## config.mk

```make
export PLATFORM = sky130hd
export DESIGN_NAME = mif_sequencer
export DESIGN_NICKNAME = d
export VERILOG_FILES = /design/src/rtl/mif_pkg.sv /design/src/rtl/mif_alu.sv /design/src/rtl/mif_spad.sv /design/src/rtl/mif_sequencer.sv
export SDC_FILE = /design/constraint.sdc
export NUM_CORES = 1
export LEC_CHECK = 0
export BUFFER_PORTS_ARGS = -buffer_cell sky130_fd_sc_hd__buf_2
export CORE_MARGIN = 5
export CORE_UTILIZATION = 40
export CTS_CLUSTER_SIZE = 8
export DETAILED_ROUTE_END_ITERATION = 10
export PLACE_DENSITY = 0.56
export REMOVE_ABC_BUFFERS = 1
export SLEW_MARGIN = 20
export SYNTH_ARGS = -nofsm -noshare
export SYNTH_HDL_FRONTEND = slang
export SYNTH_SLANG_ARGS = --single-unit
```

## constraint.sdc

```tcl
create_clock -name i_clock -period 15.82 [get_ports i_clock]
set_clock_uncertainty 0.1 [all_clocks]
set_input_delay 0.791 -clock i_clock [delete_from_list [all_inputs] [get_ports i_clock]]
set_output_delay 0.791 -clock i_clock [all_outputs]
set_load 0.05 [all_outputs]
```

## src/rtl/mif_pkg.sv

```systemverilog
package mif_pkg;

   // Control-store locations of the microsteps that this block holds.
   localparam logic [8:0] LOC_RESERVED = 9'h001; // Reserved-instr entry.
   localparam logic [8:0] LOC_F1       = 9'h032;
   localparam logic [8:0] LOC_F2       = 9'h02B;
   localparam logic [8:0] LOC_F3       = 9'h0F5;
   localparam logic [8:0] LOC_F4       = 9'h0F4;
   localparam logic [8:0] LOC_F5       = 9'h031;
   localparam logic [8:0] LOC_S0_1     = 9'h081;
   localparam logic [8:0] LOC_S0_2     = 9'h007;
   localparam logic [8:0] LOC_S1_1     = 9'h083;
   localparam logic [8:0] LOC_S1_2     = 9'h0A4;
   localparam logic [8:0] LOC_S2_1     = 9'h085; // Source-mode2 entry.
   localparam logic [8:0] LOC_S2_2     = 9'h0C1;
   localparam logic [8:0] LOC_S2_3     = 9'h00C;
   localparam logic [8:0] LOC_S3_1     = 9'h087;
   localparam logic [8:0] LOC_S3_2     = 9'h08E;
   localparam logic [8:0] LOC_EX_OP    = 9'h002;
   localparam logic [8:0] LOC_EX_WR    = 9'h003;

   // Base decode offset of the double-operand source-mode dispatch.
   localparam logic [8:0] OFS_DOUBLE   = 9'h080;
   // Scratch-pad numbers of the program counter and of register 10.
   localparam logic [3:0] SP_PC        = 4'h7;
   localparam logic [3:0] SP_R10       = 4'h8;
   // Position of the sign bit copied by the sign-extend micro-order.
   localparam int         SEX_BIT      = 7;
   // Values after reset.
   localparam logic [8:0]  RST_MPC     = LOC_F1;
   localparam logic [15:0] RST_WORD    = 16'h0000;
   // Constants store location that the reserved routine loads.
   localparam logic [1:0]  K_VECTOR    = 2'h3;

   typedef enum logic [1:0] {RG_PC, RG_SRC, RG_DST, RG_R10} mif_reg_e;
   typedef enum logic [1:0] {BL_B, BL_TWO, BL_ONE_NB, BL_ZERO} mif_bleg_e;
   typedef enum logic [1:0] {FN_ADD, FN_ADD_CIN, FN_AUX, FN_PASS_A} mif_fn_e;
   typedef enum logic [1:0] {BD_NONE, BD_ALU, BD_BUS, BD_SEX} mif_bdst_e;
   typedef enum logic [1:0] {
      BC_NONE, BC_READ, BC_WRITE, BC_READ_PAUSE
   } mif_bus_e;
   typedef enum logic [2:0] {
      BT_NONE, BT_IR_DECODE, BT_INIT, BT_OVF_EN, BT_SLAVE_SYNC, BT_IR_CLOCK
   } mif_but_e;

   // One control-store word.
   typedef struct packed {
      logic [8:0] nxt;            // Next address field.
      mif_reg_e   reg_sel;        // Scratch-pad register named.
      logic       ba_ld;          // Load bus address register.
      logic       sp_wr;          // Write B into the named register.
      logic       a_konst;        // A-leg from the constants store.
      logic [1:0] k_idx;          // Constants store location.
      mif_bleg_e  bleg;           // ALU B-leg source.
      mif_fn_e    fn;             // ALU function.
      mif_bdst_e  b_dst;          // What loads the B-leg register.
      mif_bus_e   bus;            // Bus cycle started.
      logic       clock_off_bit;  // Hold until the transfer ends.
      logic       allow_byte_ref; // Permit an odd byte address.
      mif_but_e   branch_on_microtest;            // Branch on microtest code.
   } mif_word_s;

   // An idle word that simply returns to the fetch routine.
   localparam mif_word_s MW_IDLE = '{
      nxt: LOC_F1, reg_sel: RG_PC, ba_ld: 1'b0, sp_wr: 1'b0,
      a_konst: 1'b0, k_idx: 2'h0, bleg: BL_ZERO, fn: FN_PASS_A,
      b_dst: BD_NONE, bus: BC_NONE, clock_off_bit: 1'b0,
      allow_byte_ref: 1'b0, branch_on_microtest: BT_NONE};

   // True for a byte form of a double-operand instruction.
   function automatic logic mif_is_byte(input logic [15:0] ir);
      mif_is_byte = ir[15] & (ir[14:12] != 3'h0) & (ir[14:12] != 3'h7);
   endfunction

   // Constants store: locations 0 to 2 hold their own number, location 3 holds four.
   function automatic logic [15:0] mif_konst(input logic [1:0] idx);
      case (idx)
         2'h0:    mif_konst = 16'h0000;
         2'h1:    mif_konst = 16'h0001;
         2'h2:    mif_konst = 16'h0002;
         default: mif_konst = 16'h0004;
      endcase
   endfunction

endpackage

```

## src/rtl/mif_alu.sv

```systemverilog
`timescale 1ns/1ps
// Data-path ALU with the auxiliary control and the instruction decode.
module mif_alu
   import mif_pkg::*;
(
   input  wire logic [15:0]      i_ir,
   input  wire logic [15:0]      i_a_leg,
   input  wire logic [15:0]      i_b_leg,
   input  wire mif_pkg::mif_fn_e i_fn,
   output logic [15:0]           o_result,
   output logic [8:0]            o_dispatch
);

   logic [2:0] op; // Double-operand opcode field.

   // Auxiliary control picks the operation from the held instruction.
   always_comb begin
      op = i_ir[14:12];
      case (i_fn)
         FN_ADD:     o_result = i_a_leg + i_b_leg;
         FN_ADD_CIN: o_result = i_a_leg + i_b_leg + 16'h0001;
         FN_PASS_A:  o_result = i_a_leg;
         default: begin
            case (op)
               3'h1:    o_result = i_b_leg;
               3'h2:    o_result = i_a_leg - i_b_leg;
               3'h3:    o_result = i_a_leg & i_b_leg;
               3'h4:    o_result = ~i_a_leg & i_b_leg;
               3'h5:    o_result = i_a_leg | i_b_leg;
               default: o_result = i_a_leg + i_b_leg;
            endcase
         end
      endcase
   end

   // Decode only double operands with source modes 0 to 3; anything
   // else offers no bits, which lands on the reserved routine.
   always_comb begin
      if ((op != 3'h0) && (op != 3'h7) && !i_ir[11]) begin
         o_dispatch = OFS_DOUBLE | {6'h00, i_ir[10:9], 1'b0};
      end else begin
         o_dispatch = 9'h000;
      end
   end

endmodule

```

## src/rtl/mif_spad.sv

```systemverilog
`timescale 1ns/1ps
// Sixteen-word scratch-pad whose read and write share one address port.
module mif_spad
   import mif_pkg::*;
(
   input  wire logic        i_clock,
   input  wire logic        i_rst,
   input  wire logic [3:0]  i_addr,
   input  wire logic        i_we,
   input  wire logic [15:0] i_wdata,
   output logic [15:0]      o_rdata
);

   // All storage lives in one struct so it resets as a whole.
   typedef struct packed {
      logic [15:0][15:0] regs; // Scratch-pad words.
   } mif_spad_s;

   mif_spad_s st_q;
   mif_spad_s st_d;

   // Read is combinational so a step sees its register in the same cycle.
   assign o_rdata = st_q.regs[i_addr];

   // Write the addressed word.
   always_comb begin
      st_d = st_q;
      if (i_we) begin
         st_d.regs[i_addr] = i_wdata;
      end
   end

   // Registers clear on reset; software never relies on them otherwise.
   always_ff @(posedge i_clock) begin
      if (i_rst) begin
         st_q <= '0;
      end else begin
         st_q <= st_d;
      end
   end

endmodule

```

## src/rtl/mif_sequencer.sv

```systemverilog
`timescale 1ns/1ps
// What this block does
// - Sign-extend copies B bit 7 upward.
// - Source register comes from IR 8:6.
// - Destination register comes from IR 2:0.
// - Register-10 op B chosen from IR.
// - Constant operand enters on A-leg.
// - Jump puts target in next-address field.
// - Working tests do control actions instead.
// - Read, write, read-pause cycles use BA.
// - F-1 loads BA from PC, reads.
// - F-2 loads B with PC plus two.
// - F-3 writes PC, holds until read done.
// - F-4 loads read data into B, IR.
// - F-5 sign-extends and branches on decode.
// - Unrecognised instruction goes to location one.
// - Decode offset is ORed into next address.
// - Odd address without byte permit errors.
// - Autoincrement adds one for bytes, else two.
module mif_sequencer
   import mif_pkg::*;
(
   input  wire logic        i_clock,
   input  wire logic        i_rst,
   input  wire logic [15:0] i_bus_rdata,
   input  wire logic        i_bus_done,
   output logic [15:0]      o_bus_addr,
   output logic [15:0]      o_bus_wdata,
   output logic             o_bus_read,
   output logic             o_bus_write,
   output logic             o_bus_read_pause,
   output logic             o_bus_error,
   output logic [8:0]       o_mpc,
   output logic [15:0]      o_ir,
   output logic [15:0]      o_b_leg,
   output logic             o_clock_off,
   output logic             o_stack_ovf_en,
   output logic             o_slave_sync,
   output logic             o_init
);

   // Whole state of the sequencer.
   typedef struct packed {
      logic [8:0]  micro_program_counter;           // Micro-program counter.
      logic [15:0] ir;            // Instruction register.
      logic [15:0] b_leg;         // B-leg register.
      logic [15:0] ba;            // Bus address register.
      logic [15:0] wdata;         // Data offered with a write.
      logic [15:0] rdata;         // Last word returned by the bus.
      logic        pending;       // A bus transfer is outstanding.
      logic        clock_off_bit; // Microstep clocking is held.
      logic        rd;            // Read cycle start pulse.
      logic        wr;            // Write cycle start pulse.
      logic        rp;            // Read-pause cycle start pulse.
      logic        bus_err;       // Bus error pulse.
      logic        init;          // Initialise pulse.
      logic        slave_sync;    // Slave sync pulse.
      logic        ovf_en;        // Stack overflow detection enabled.
   } mif_seq_s;

   localparam mif_seq_s SEQ_RST = '{micro_program_counter: RST_MPC, default: '0};

   mif_seq_s    st_q;       // Registered state.
   mif_seq_s    st_d;       // Next state.
   mif_word_s   mw;         // Word at the current location.
   logic        step;       // The current microstep executes.
   logic        byte_instr; // The IR holds a byte instruction.
   logic [3:0]  sp_addr;    // Scratch-pad register named by the step.
   logic [15:0] sp_rdata;   // Contents of that register.
   logic [15:0] a_leg;      // ALU A-leg.
   logic [15:0] b_src;      // ALU B-leg.
   logic [15:0] alu_out;    // ALU result.
   logic [8:0]  dispatch;   // Decode offset for the dispatch.
   logic [15:0] bus_addr;   // Address that a new cycle would use.
   logic        odd_bad;    // A new cycle would fault.

   // Control store; locations not held here fall back to the fetch.
   function automatic mif_word_s cstore(input logic [8:0] loc);
      mif_word_s w;
      w = MW_IDLE;
      case (loc)
         LOC_F1: begin
            w.nxt = LOC_F2;
            w.ba_ld = 1'b1;
            w.bus = BC_READ;
         end
         LOC_F2: begin
            w.nxt = LOC_F3;
            w.bleg = BL_TWO;
            w.fn = FN_ADD;
            w.b_dst = BD_ALU;
         end
         LOC_F3: begin
            w.nxt = LOC_F4;
            w.sp_wr = 1'b1;
            w.clock_off_bit = 1'b1;
         end
         LOC_F4: begin
            w.nxt = LOC_F5;
            w.b_dst = BD_BUS;
            w.branch_on_microtest = BT_IR_CLOCK;
         end
         LOC_F5: begin
            w.nxt = LOC_RESERVED;
            w.b_dst = BD_SEX;
            w.branch_on_microtest = BT_IR_DECODE;
         end
         LOC_RESERVED: begin
            w.a_konst = 1'b1;
            w.k_idx = K_VECTOR;
            w.b_dst = BD_ALU;
            w.branch_on_microtest = BT_INIT;
         end
         LOC_S0_1: begin
            w.nxt = LOC_S0_2;
            w.reg_sel = RG_SRC;
            w.b_dst = BD_ALU;
         end
         LOC_S0_2: begin
            w.nxt = LOC_EX_OP;
            w.reg_sel = RG_R10;
            w.sp_wr = 1'b1;
         end
         LOC_EX_OP: begin
            w.nxt = LOC_EX_WR;
            w.reg_sel = RG_R10;
            w.bleg = BL_B;
            w.fn = FN_AUX;
            w.b_dst = BD_ALU;
            w.branch_on_microtest = BT_OVF_EN;
         end
         LOC_EX_WR: begin
            w.reg_sel = RG_DST;
            w.ba_ld = 1'b1;
            w.bus = BC_WRITE;
            w.clock_off_bit = 1'b1;
            w.branch_on_microtest = BT_SLAVE_SYNC;
         end
         LOC_S1_1: begin
            w.nxt = LOC_S1_2;
            w.reg_sel = RG_SRC;
            w.ba_ld = 1'b1;
            w.bus = BC_READ;
            w.clock_off_bit = 1'b1;
            w.allow_byte_ref = 1'b1;
         end
         LOC_S1_2: begin
            w.nxt = LOC_S0_2;
            w.b_dst = BD_BUS;
         end
         LOC_S2_1: begin
            w.nxt = LOC_S2_2;
            w.reg_sel = RG_SRC;
            w.ba_ld = 1'b1;
            w.bus = BC_READ;
            w.allow_byte_ref = 1'b1;
         end
         LOC_S2_2: begin
            w.nxt = LOC_S2_3;
            w.reg_sel = RG_SRC;
            w.bleg = BL_ONE_NB;
            w.fn = FN_ADD_CIN;
            w.b_dst = BD_ALU;
         end
         LOC_S2_3: begin
            w.nxt = LOC_S1_2;
            w.reg_sel = RG_SRC;
            w.sp_wr = 1'b1;
            w.clock_off_bit = 1'b1;
         end
         LOC_S3_1: begin
            w.nxt = LOC_S3_2;
            w.reg_sel = RG_SRC;
            w.ba_ld = 1'b1;
            w.bus = BC_READ_PAUSE;
         end
         LOC_S3_2: begin
            w.nxt = LOC_S2_3;
            w.reg_sel = RG_SRC;
            w.bleg = BL_TWO;
            w.fn = FN_ADD;
            w.b_dst = BD_ALU;
         end
         default: begin
            w = MW_IDLE;
         end
      endcase
      return w;
   endfunction

   // Operand selection for the scratch-pad and both ALU legs.
   always_comb begin
      mw = cstore(st_q.micro_program_counter);
      step = ~st_q.clock_off_bit;
      byte_instr = mif_is_byte(st_q.ir);
      case (mw.reg_sel)
         RG_PC:   sp_addr = SP_PC;
         RG_SRC:  sp_addr = {1'b0, st_q.ir[8:6]};
         RG_DST:  sp_addr = {1'b0, st_q.ir[2:0]};
         default: sp_addr = SP_R10;
      endcase
      // The constants store drives the A-leg in place of a register.
      a_leg = mw.a_konst ? mif_konst(mw.k_idx) : sp_rdata;
      case (mw.bleg)
         BL_B:      b_src = st_q.b_leg;
         BL_TWO:    b_src = 16'h0002;
         BL_ONE_NB: b_src = byte_instr ? 16'h0000 : 16'h0001;
         default:   b_src = 16'h0000;
      endcase
      // A step that loads BA and starts a cycle uses the new address.
      bus_addr = mw.ba_ld ? sp_rdata : st_q.ba;
      odd_bad = bus_addr[0] & ~(mw.allow_byte_ref & byte_instr);
   end

   mif_alu u_alu (
      .i_ir       (st_q.ir),
      .i_a_leg    (a_leg),
      .i_b_leg    (b_src),
      .i_fn       (mw.fn),
      .o_result   (alu_out),
      .o_dispatch (dispatch)
   );

   mif_spad u_spad (
      .i_clock (i_clock),
      .i_rst   (i_rst),
      .i_addr  (sp_addr),
      .i_we    (step & mw.sp_wr),
      .i_wdata (st_q.b_leg),
      .o_rdata (sp_rdata)
   );

   // Step execution, bus bookkeeping and next-address formation.
   always_comb begin
      st_d = st_q;
      st_d.rd = 1'b0;
      st_d.wr = 1'b0;
      st_d.rp = 1'b0;
      st_d.bus_err = 1'b0;
      st_d.init = 1'b0;
      st_d.slave_sync = 1'b0;
      // Completion clears the hold on the next edge; the held step runs on the edge after that.
      if (st_q.pending && i_bus_done) begin
         st_d.rdata = i_bus_rdata;
         st_d.pending = 1'b0;
         st_d.clock_off_bit = 1'b0;
      end
      if (step) begin
         if (mw.ba_ld) begin
            st_d.ba = sp_rdata;
         end
         case (mw.b_dst)
            BD_ALU:  st_d.b_leg = alu_out;
            BD_BUS:  st_d.b_leg = st_q.rdata;
            BD_SEX:  st_d.b_leg = {{8{st_q.b_leg[SEX_BIT]}},
                                   st_q.b_leg[7:0]};
            default: st_d.b_leg = st_q.b_leg;
         endcase
         // An odd address is refused outright, so no cycle is pending.
         if (mw.bus != BC_NONE) begin
            if (odd_bad) begin
               st_d.bus_err = 1'b1;
            end else begin
               st_d.pending = 1'b1;
               st_d.wdata = st_q.b_leg;
               st_d.rd = (mw.bus == BC_READ);
               st_d.wr = (mw.bus == BC_WRITE);
               st_d.rp = (mw.bus == BC_READ_PAUSE);
            end
         end
         // Holding only matters while a transfer is still outstanding.
         st_d.clock_off_bit = mw.clock_off_bit & st_d.pending;
         case (mw.branch_on_microtest)
            BT_IR_CLOCK:   st_d.ir = st_q.rdata;
            BT_INIT: begin
               st_d.init = 1'b1;
               st_d.ovf_en = 1'b0;
            end
            BT_OVF_EN:     st_d.ovf_en = 1'b1;
            BT_SLAVE_SYNC: st_d.slave_sync = 1'b1;
            default:       st_d.ovf_en = st_q.ovf_en;
         endcase
         // Decode bits are wire-ORed into the next-address field.
         st_d.micro_program_counter = mw.nxt
            | ((mw.branch_on_microtest == BT_IR_DECODE) ? dispatch : 9'h000);
      end
   end

   // State register.
   always_ff @(posedge i_clock) begin
      if (i_rst) begin
         st_q <= SEQ_RST;
      end else begin
         st_q <= st_d;
      end
   end

   assign o_bus_addr       = st_q.ba;
   assign o_bus_wdata      = st_q.wdata;
   assign o_bus_read       = st_q.rd;
   assign o_bus_write      = st_q.wr;
   assign o_bus_read_pause = st_q.rp;
   assign o_bus_error      = st_q.bus_err;
   assign o_mpc            = st_q.micro_program_counter;
   assign o_ir             = st_q.ir;
   assign o_b_leg          = st_q.b_leg;
   assign o_clock_off      = st_q.clock_off_bit;
   assign o_stack_ovf_en   = st_q.ovf_en;
   assign o_slave_sync     = st_q.slave_sync;
   assign o_init           = st_q.init;
endmodule

```

Word level (Yosys, flattened, before mapping) --
Cells that the tools add are included.
Operators by class: add/subtract/negate cells 3, multiply operators 0, divide/modulo/power cells 0, order comparisons 2, equal/unequal tests 43, shift operators 0, mux-type cells 38, bitwise gates (word level) 16, reductions and logical operators 36
Operators by type and width (count):
- $bwmux W256 | 1
- $pmux W16 S3 | 3
- $pmux W8 S12 | 1
- $eq A9 B8 Y1 const B | 9
- $pmux W16 S5 | 1
- $bmux W16 S4 | 1
- $demux W16 S4 | 1
- $mux W16 | 3
- $and A16 B16 Y16 | 2
- $eq A9 B6 Y1 const B | 3
- $pmux W4 S3 | 2
- $eq A9 B2 Y1 const B | 2
- $mux W9 | 2
- $pmux W2 S3 | 3
- $add A16 B1 Y16 const B | 1
- $add A16 B16 Y16 | 1
- $eq A2 B2 Y1 const B | 8
- $not A16 Y16 | 1
- $or A16 B16 Y16 | 1
- $reduce_or A2 Y1 | 8
- $sub A16 B16 Y16 | 1
- $pmux W3 S5 | 1
- $eq A2 B1 Y1 const B | 6
- $eq A3 B2 Y1 const B | 4
- other kinds (31) | 72
Word-level totals: flip-flop bits (word level) 354, latch bits 0, RAM bits 0, ROM bits 0, input port bits 19, output and inout port bits 81, logic and storage cells 171, memories 0

Depth between registers and ports, before layout --
word-level depth 14, depth in mapped cells 26, mapped depth without buffers 21

By module --
Synthesis repeated with hierarchy kept, for this count alone.
Second synthesis, totals: cell total of the unflattened synthesis 2527, area total of the unflattened synthesis 20527.2 sq um
By module, submodules not included:
- mif_spad | times used 1, cells an instance 1359, area each 11847.6 sq um, seq. area each 5124.9 sq um
- mif_sequencer | times used 1, cells an instance 623, area each 5093.6 sq um, seq. area each 1961.9 sq um
- mif_alu | times used 1, cells an instance 545, area each 3585.9 sq um, seq. area each 0.0 sq um

Worst setup path before layout --
OpenSTA, ideal clock, no wires.
path kind register to register, start register st_q, in the netlist o_mpc[4], end register st_q, in the netlist o_b_leg[13], library setup time 0.116 ns, arrival 5.704 ns, data required time 15.604 ns, path slack 9.900 ns, cell stages (with the launch flop) 26, buffers on the path 4, period minus slack after synthesis 5.920 ns, cell sequence dfxtp_1 -> buf_2 -> nor3b_4 -> nand2b_1 -> clkbuf_1 -> o2111ai_4 -> nand2_4 -> buf_12 -> buf_4 -> nand3_1 -> a21oi_1 -> nor3_1 -> and2_1 -> ha_1 -> inv_1 -> fa_1 -> or2_2 -> a211o_1 -> a32o_1 -> xor2_1 -> o2111ai_1 -> nor4_2 -> and4_1 -> o31ai_1 -> or3_1 -> o211a_1
On the way: word-level cells in the longest chain between the ends 13, elaborated cells on any way between the ends 57, classes of those cells add/sub: 3; eq/ne: 26; mux: 13; bitwise: 4; reduce/logical: 11
Ends and longest elaborated chain:
- from (decl) | line mif_sequencer.sv:63 | mif_seq_s st_q;
- from (signal assigned) | line mif_sequencer.sv:294 | st_q <= st_d;
- parallel branches: the longest is 13 deep, another holds $add A16 B16 Y16
Parallel ways; which one is timed is not known. The select of a mux whose other input is x is not followed. A chain may end at the register's enable or synchronous reset.

Worst setup path after layout --
start register st_q, in the netlist o_mpc[6], end register st_q, in the netlist o_b_leg[15]
The elaborated chain is that of the path after synthesis.

==> impl_metrics.sql <==
INSERT INTO impl_metrics (metric_group, metric, value, unit) VALUES
('outcome', 'status', 'complete, no violations', ''),
('critical_path', 'worst-endpoint-arrival', '8.27', 'ns'),
('floorplan', 'coreArea', '0.0407', 'mm^2'),
('routing', 'final_antenna_net_count', '0', ''),
('clock_network', 'cts-root-buf', 'sky130_fd_sc_hd__clkbuf_16', ''),
('critical_path', 'path_depth', '20', ''),
('power', 'power.switching_fraction', '41.3', '%'),
('critical_path', 'crit_start', 'o_mpc[6]', ''),
('global_routing', 'globalRouteTotalUtil', '24.5', '%'),
('yosys', 'synth_enable_flop_cells', '0', ''),
('floorplan', 'die_area', '0.0453', 'mm^2'),
('power', 'power_switching', '1.04', 'mW'),
('routing', 'wirelength', '56800', 'um'),
('floorplan', 'fp-row-count', '74', ''),
('timing', 'final.setup.tns', '0', 'ns'),
('cells_and_area', 'final_cell_area_excluding_filler_cells', '0.0178', 'mm^2'),
('placed_design', 'place.detailed.instances', '2462', ''),
('routing', 'post-route-drc-count', '0', ''),
('placed_design', 'placedInstanceArea', '0.0167', 'mm^2'),
('cells_and_area', 'finish.net_count', '2043', ''),
('critical_path', 'required_arrival_time_at_the_worst_endpoint', '16.16', 'ns'),
('yosys', 'seq_area_frac_synth', '33.5', '%'),
('floorplan', 'die_extent_in_y', '213', 'um'),
('global_routing', 'grt_pass1_vias', '13690', ''),
('critical_path', 'cp_common_cell', 'sky130_fd_sc_hd__o2111ai_1', ''),
('critical_path', 'timing.setup.critical_path_class', 'reg -> reg', ''),
('yosys', 'yosys.area_share.adder', '4.04', '%'),
('floorplan', 'die_w', '213', 'um'),
('global_routing', 'grt_start_max_net_pins', '163', ''),
('global_routing', 'grt_antenna_before_repair', '1', ''),
('clock_network', 'setup_fix_bufs_post_cts', '0', ''),
('timing', 'final_hold_viol_count', '0', ''),
('routing', 'drt_first_iter_violations', '1613', ''),
('clock_network', 'cts_num_sinks', '276', ''),
('critical_path', 'critPathMaxStageDelay', '0.83', 'ns'),
('cells_and_area', 'antennaDiodeCount', '0', ''),
('power', 'power_frac_clock', '30.0', '%'),
('timing', 'max_slew_margin', '27.3', '%'),
('global_routing', 'grt_pass1_wl', '85700', 'um'),
('timing', 'achievable-frequency', '126', 'MHz'),
('timing', 'finalSetupViolCount', '0', ''),
('cells_and_area', 'final_layout_size_suffix_gt1_share', '12.3', '%'),
('yosys', 'multiplexer_area_fraction_after_synthesis', '14.8', '%'),
('clock_network', 'clock_pin_slew_on_the_worst_setup_and_hold_paths', '0.05', 'ns'),
('placed_design', 'buffer_ports.inserted', '98', ''),
('timing', 'timing_max_transition_violations_final', '0', ''),
('placed_design', 'hpwl', '39000', 'um'),
('cells_and_area', 'fin_cells', '2508', ''),
('yosys', 'synth.distinct_cells', '96', ''),
('yosys', 'synth_cells', '2018', ''),
('placed_design', 'place_congestion', '0.953', ''),
('clock_network', 'tritoncts', 'built', ''),
('cells_and_area', 'syn2layout_area_growth', '7.94', '%'),
('critical_path', 'slowest_stage', 'sky130_fd_sc_hd__and4_1', ''),
('job', 'maxCapViolCount', '0', ''),
('power', 'p_int', '1.48', 'mW'),
('yosys', 'synth_top_family_by_area', 'simple AND/OR/NAND/NOR gates', ''),
('worst_hold_path', 'hold_path_class', 'reg -> reg', ''),
('global_routing', 'grt_overflow_total', '0', ''),
('critical_path', 'crit_path_max_fanout', '20', ''),
('yosys', 'postSynthRegisterBits', '276', ''),
('critical_path', 'critical_path.cell_chain', 'nor4_4, and4_1, a21o_1, o22a_1, a21oi_1, nor3_1, and2_1, ha_1, inv_1, fa_1, or2_2, a211o_1, a32o_1, xor2_1, o2111ai_1, nor4_2, o2111ai_1, xnor2_1, nand2_1, a2111oi_2', ''),
('worst_hold_path', 'hp-start', 'u_spad.st_q[177]', ''),
('clock_network', 'tritoncts_buffers', '40', ''),
('clock_network', 'postCtsResizedCells', '0', ''),
('worst_hold_path', 'hold_depth', '2', ''),
('power', 'power.total', '2.52', 'mW'),
('yosys', 'synth-xor-area-share', '1.65', '%'),
('clock_network', 'clk_latency', '0.56', 'ns'),
('cells_and_area', 'mostFrequentLayoutCell', 'sky130_fd_sc_hd__nor2_1', ''),
('critical_path', 'worst_r2r_path_depth', '20', '');
state kept, by name (all words and copies together) (netlist names), 8 cells and up:
signal / cells
st_q: 17
o_bus_addr: 16
o_bus_wdata: 16
o_b_leg: 16
o_mpc: 8
o_ir: 16
u_spad.st_q: 179
stage by stage:
stage,hold WS [ns],setup slack [ns]
floorplan,0.313,8.83
global placement,0.335,8.32
detailed placement,0.346,8.08
CTS,0.356,8.05
global route,0.373,7.41
finish,0.350,7.89
synthesized netlist by cell type (22+ instances only):
master / instances / area [um^2]
sky130_fd_sc_hd__a211oi_1: 22 / 165
sky130_fd_sc_hd__a21oi_1: 131 / 656
sky130_fd_sc_hd__buf_2: 27 / 135
sky130_fd_sc_hd__buf_4: 88 / 661
sky130_fd_sc_hd__clkbuf_1: 97 / 364
sky130_fd_sc_hd__dfxtp_1: 276 / 5530
sky130_fd_sc_hd__ha_1: 50 / 626
sky130_fd_sc_hd__inv_1: 66 / 248
sky130_fd_sc_hd__mux2i_1: 213 / 2130
sky130_fd_sc_hd__nand2_1: 205 / 769
sky130_fd_sc_hd__nand3_1: 70 / 350
sky130_fd_sc_hd__nor2_1: 287 / 1080
sky130_fd_sc_hd__nor2b_1: 44 / 275
sky130_fd_sc_hd__nor3_1: 25 / 125
sky130_fd_sc_hd__o21ai_0: 71 / 355
sky130_fd_sc_hd__xnor2_1: 25 / 219
layout make-up:
cell class | count | area (um^2)
sequential | 276 | 5530
inverter | 68 | 255
tap | 532 | 666
clock buffer | 44 | 1020
multi-input combinational | 1449 | 9490
clock inverter | 2 | 25.0
timing repair buffer | 137 | 805
fill | 4086 | 23000
worst min-delay path, delay by kind of cell, from the launching register on:
kind          cells  cell delay, ns
buf+inv           1            0.07
flops             1            0.29
simple gates      1            0.04
worst paths after layout:
| kind | to | slack [ns] |
|---|---|---|
| max | o_b_leg[15] | 7.89 |
| min | u_spad.st_q[177] | 0.35 |
| max reg2reg | o_b_leg[15] | 7.89 |
| min reg2reg | u_spad.st_q[177] | 0.35 |
power groups by stage:
stage | clock (mW) | sequential (mW) | combinational (mW)
5_1_grt | 0.802 | 0.823 | 1.00
6_report | 0.753 | 0.819 | 0.942
3_5_place_dp | 0 | 0.830 | 0.925
2_1_floorplan | 0 | 0.908 | 0.518
3_3_place_gp | 0 | 0.828 | 0.924
4_1_cts | 0.771 | 0.817 | 0.929
cells by family after synthesis:
kind of cell / count (synthesis)
adders and majority gates: 52
DFF: 276
other: 1
and+or+nand+nor: 753
buffers and inverters: 293
muxes: 231
AOI/OAI and AO/OA: 381
xor gates and xnor gates: 31
routing by layer:
metal | vias to the layer above | part of all wire, % | global-route usage [%]
met2 | 668 | 41 | 35.3
met4 | 2 | 3.7 | 8.78
met5 | - | 0.023 | 0
met1 | 6907 | 46 | 36.1
met3 | 132 | 9.1 | 5.23
li1 | 6830 | - | -
Note: power is estimated with default switching activity, not from simulation.
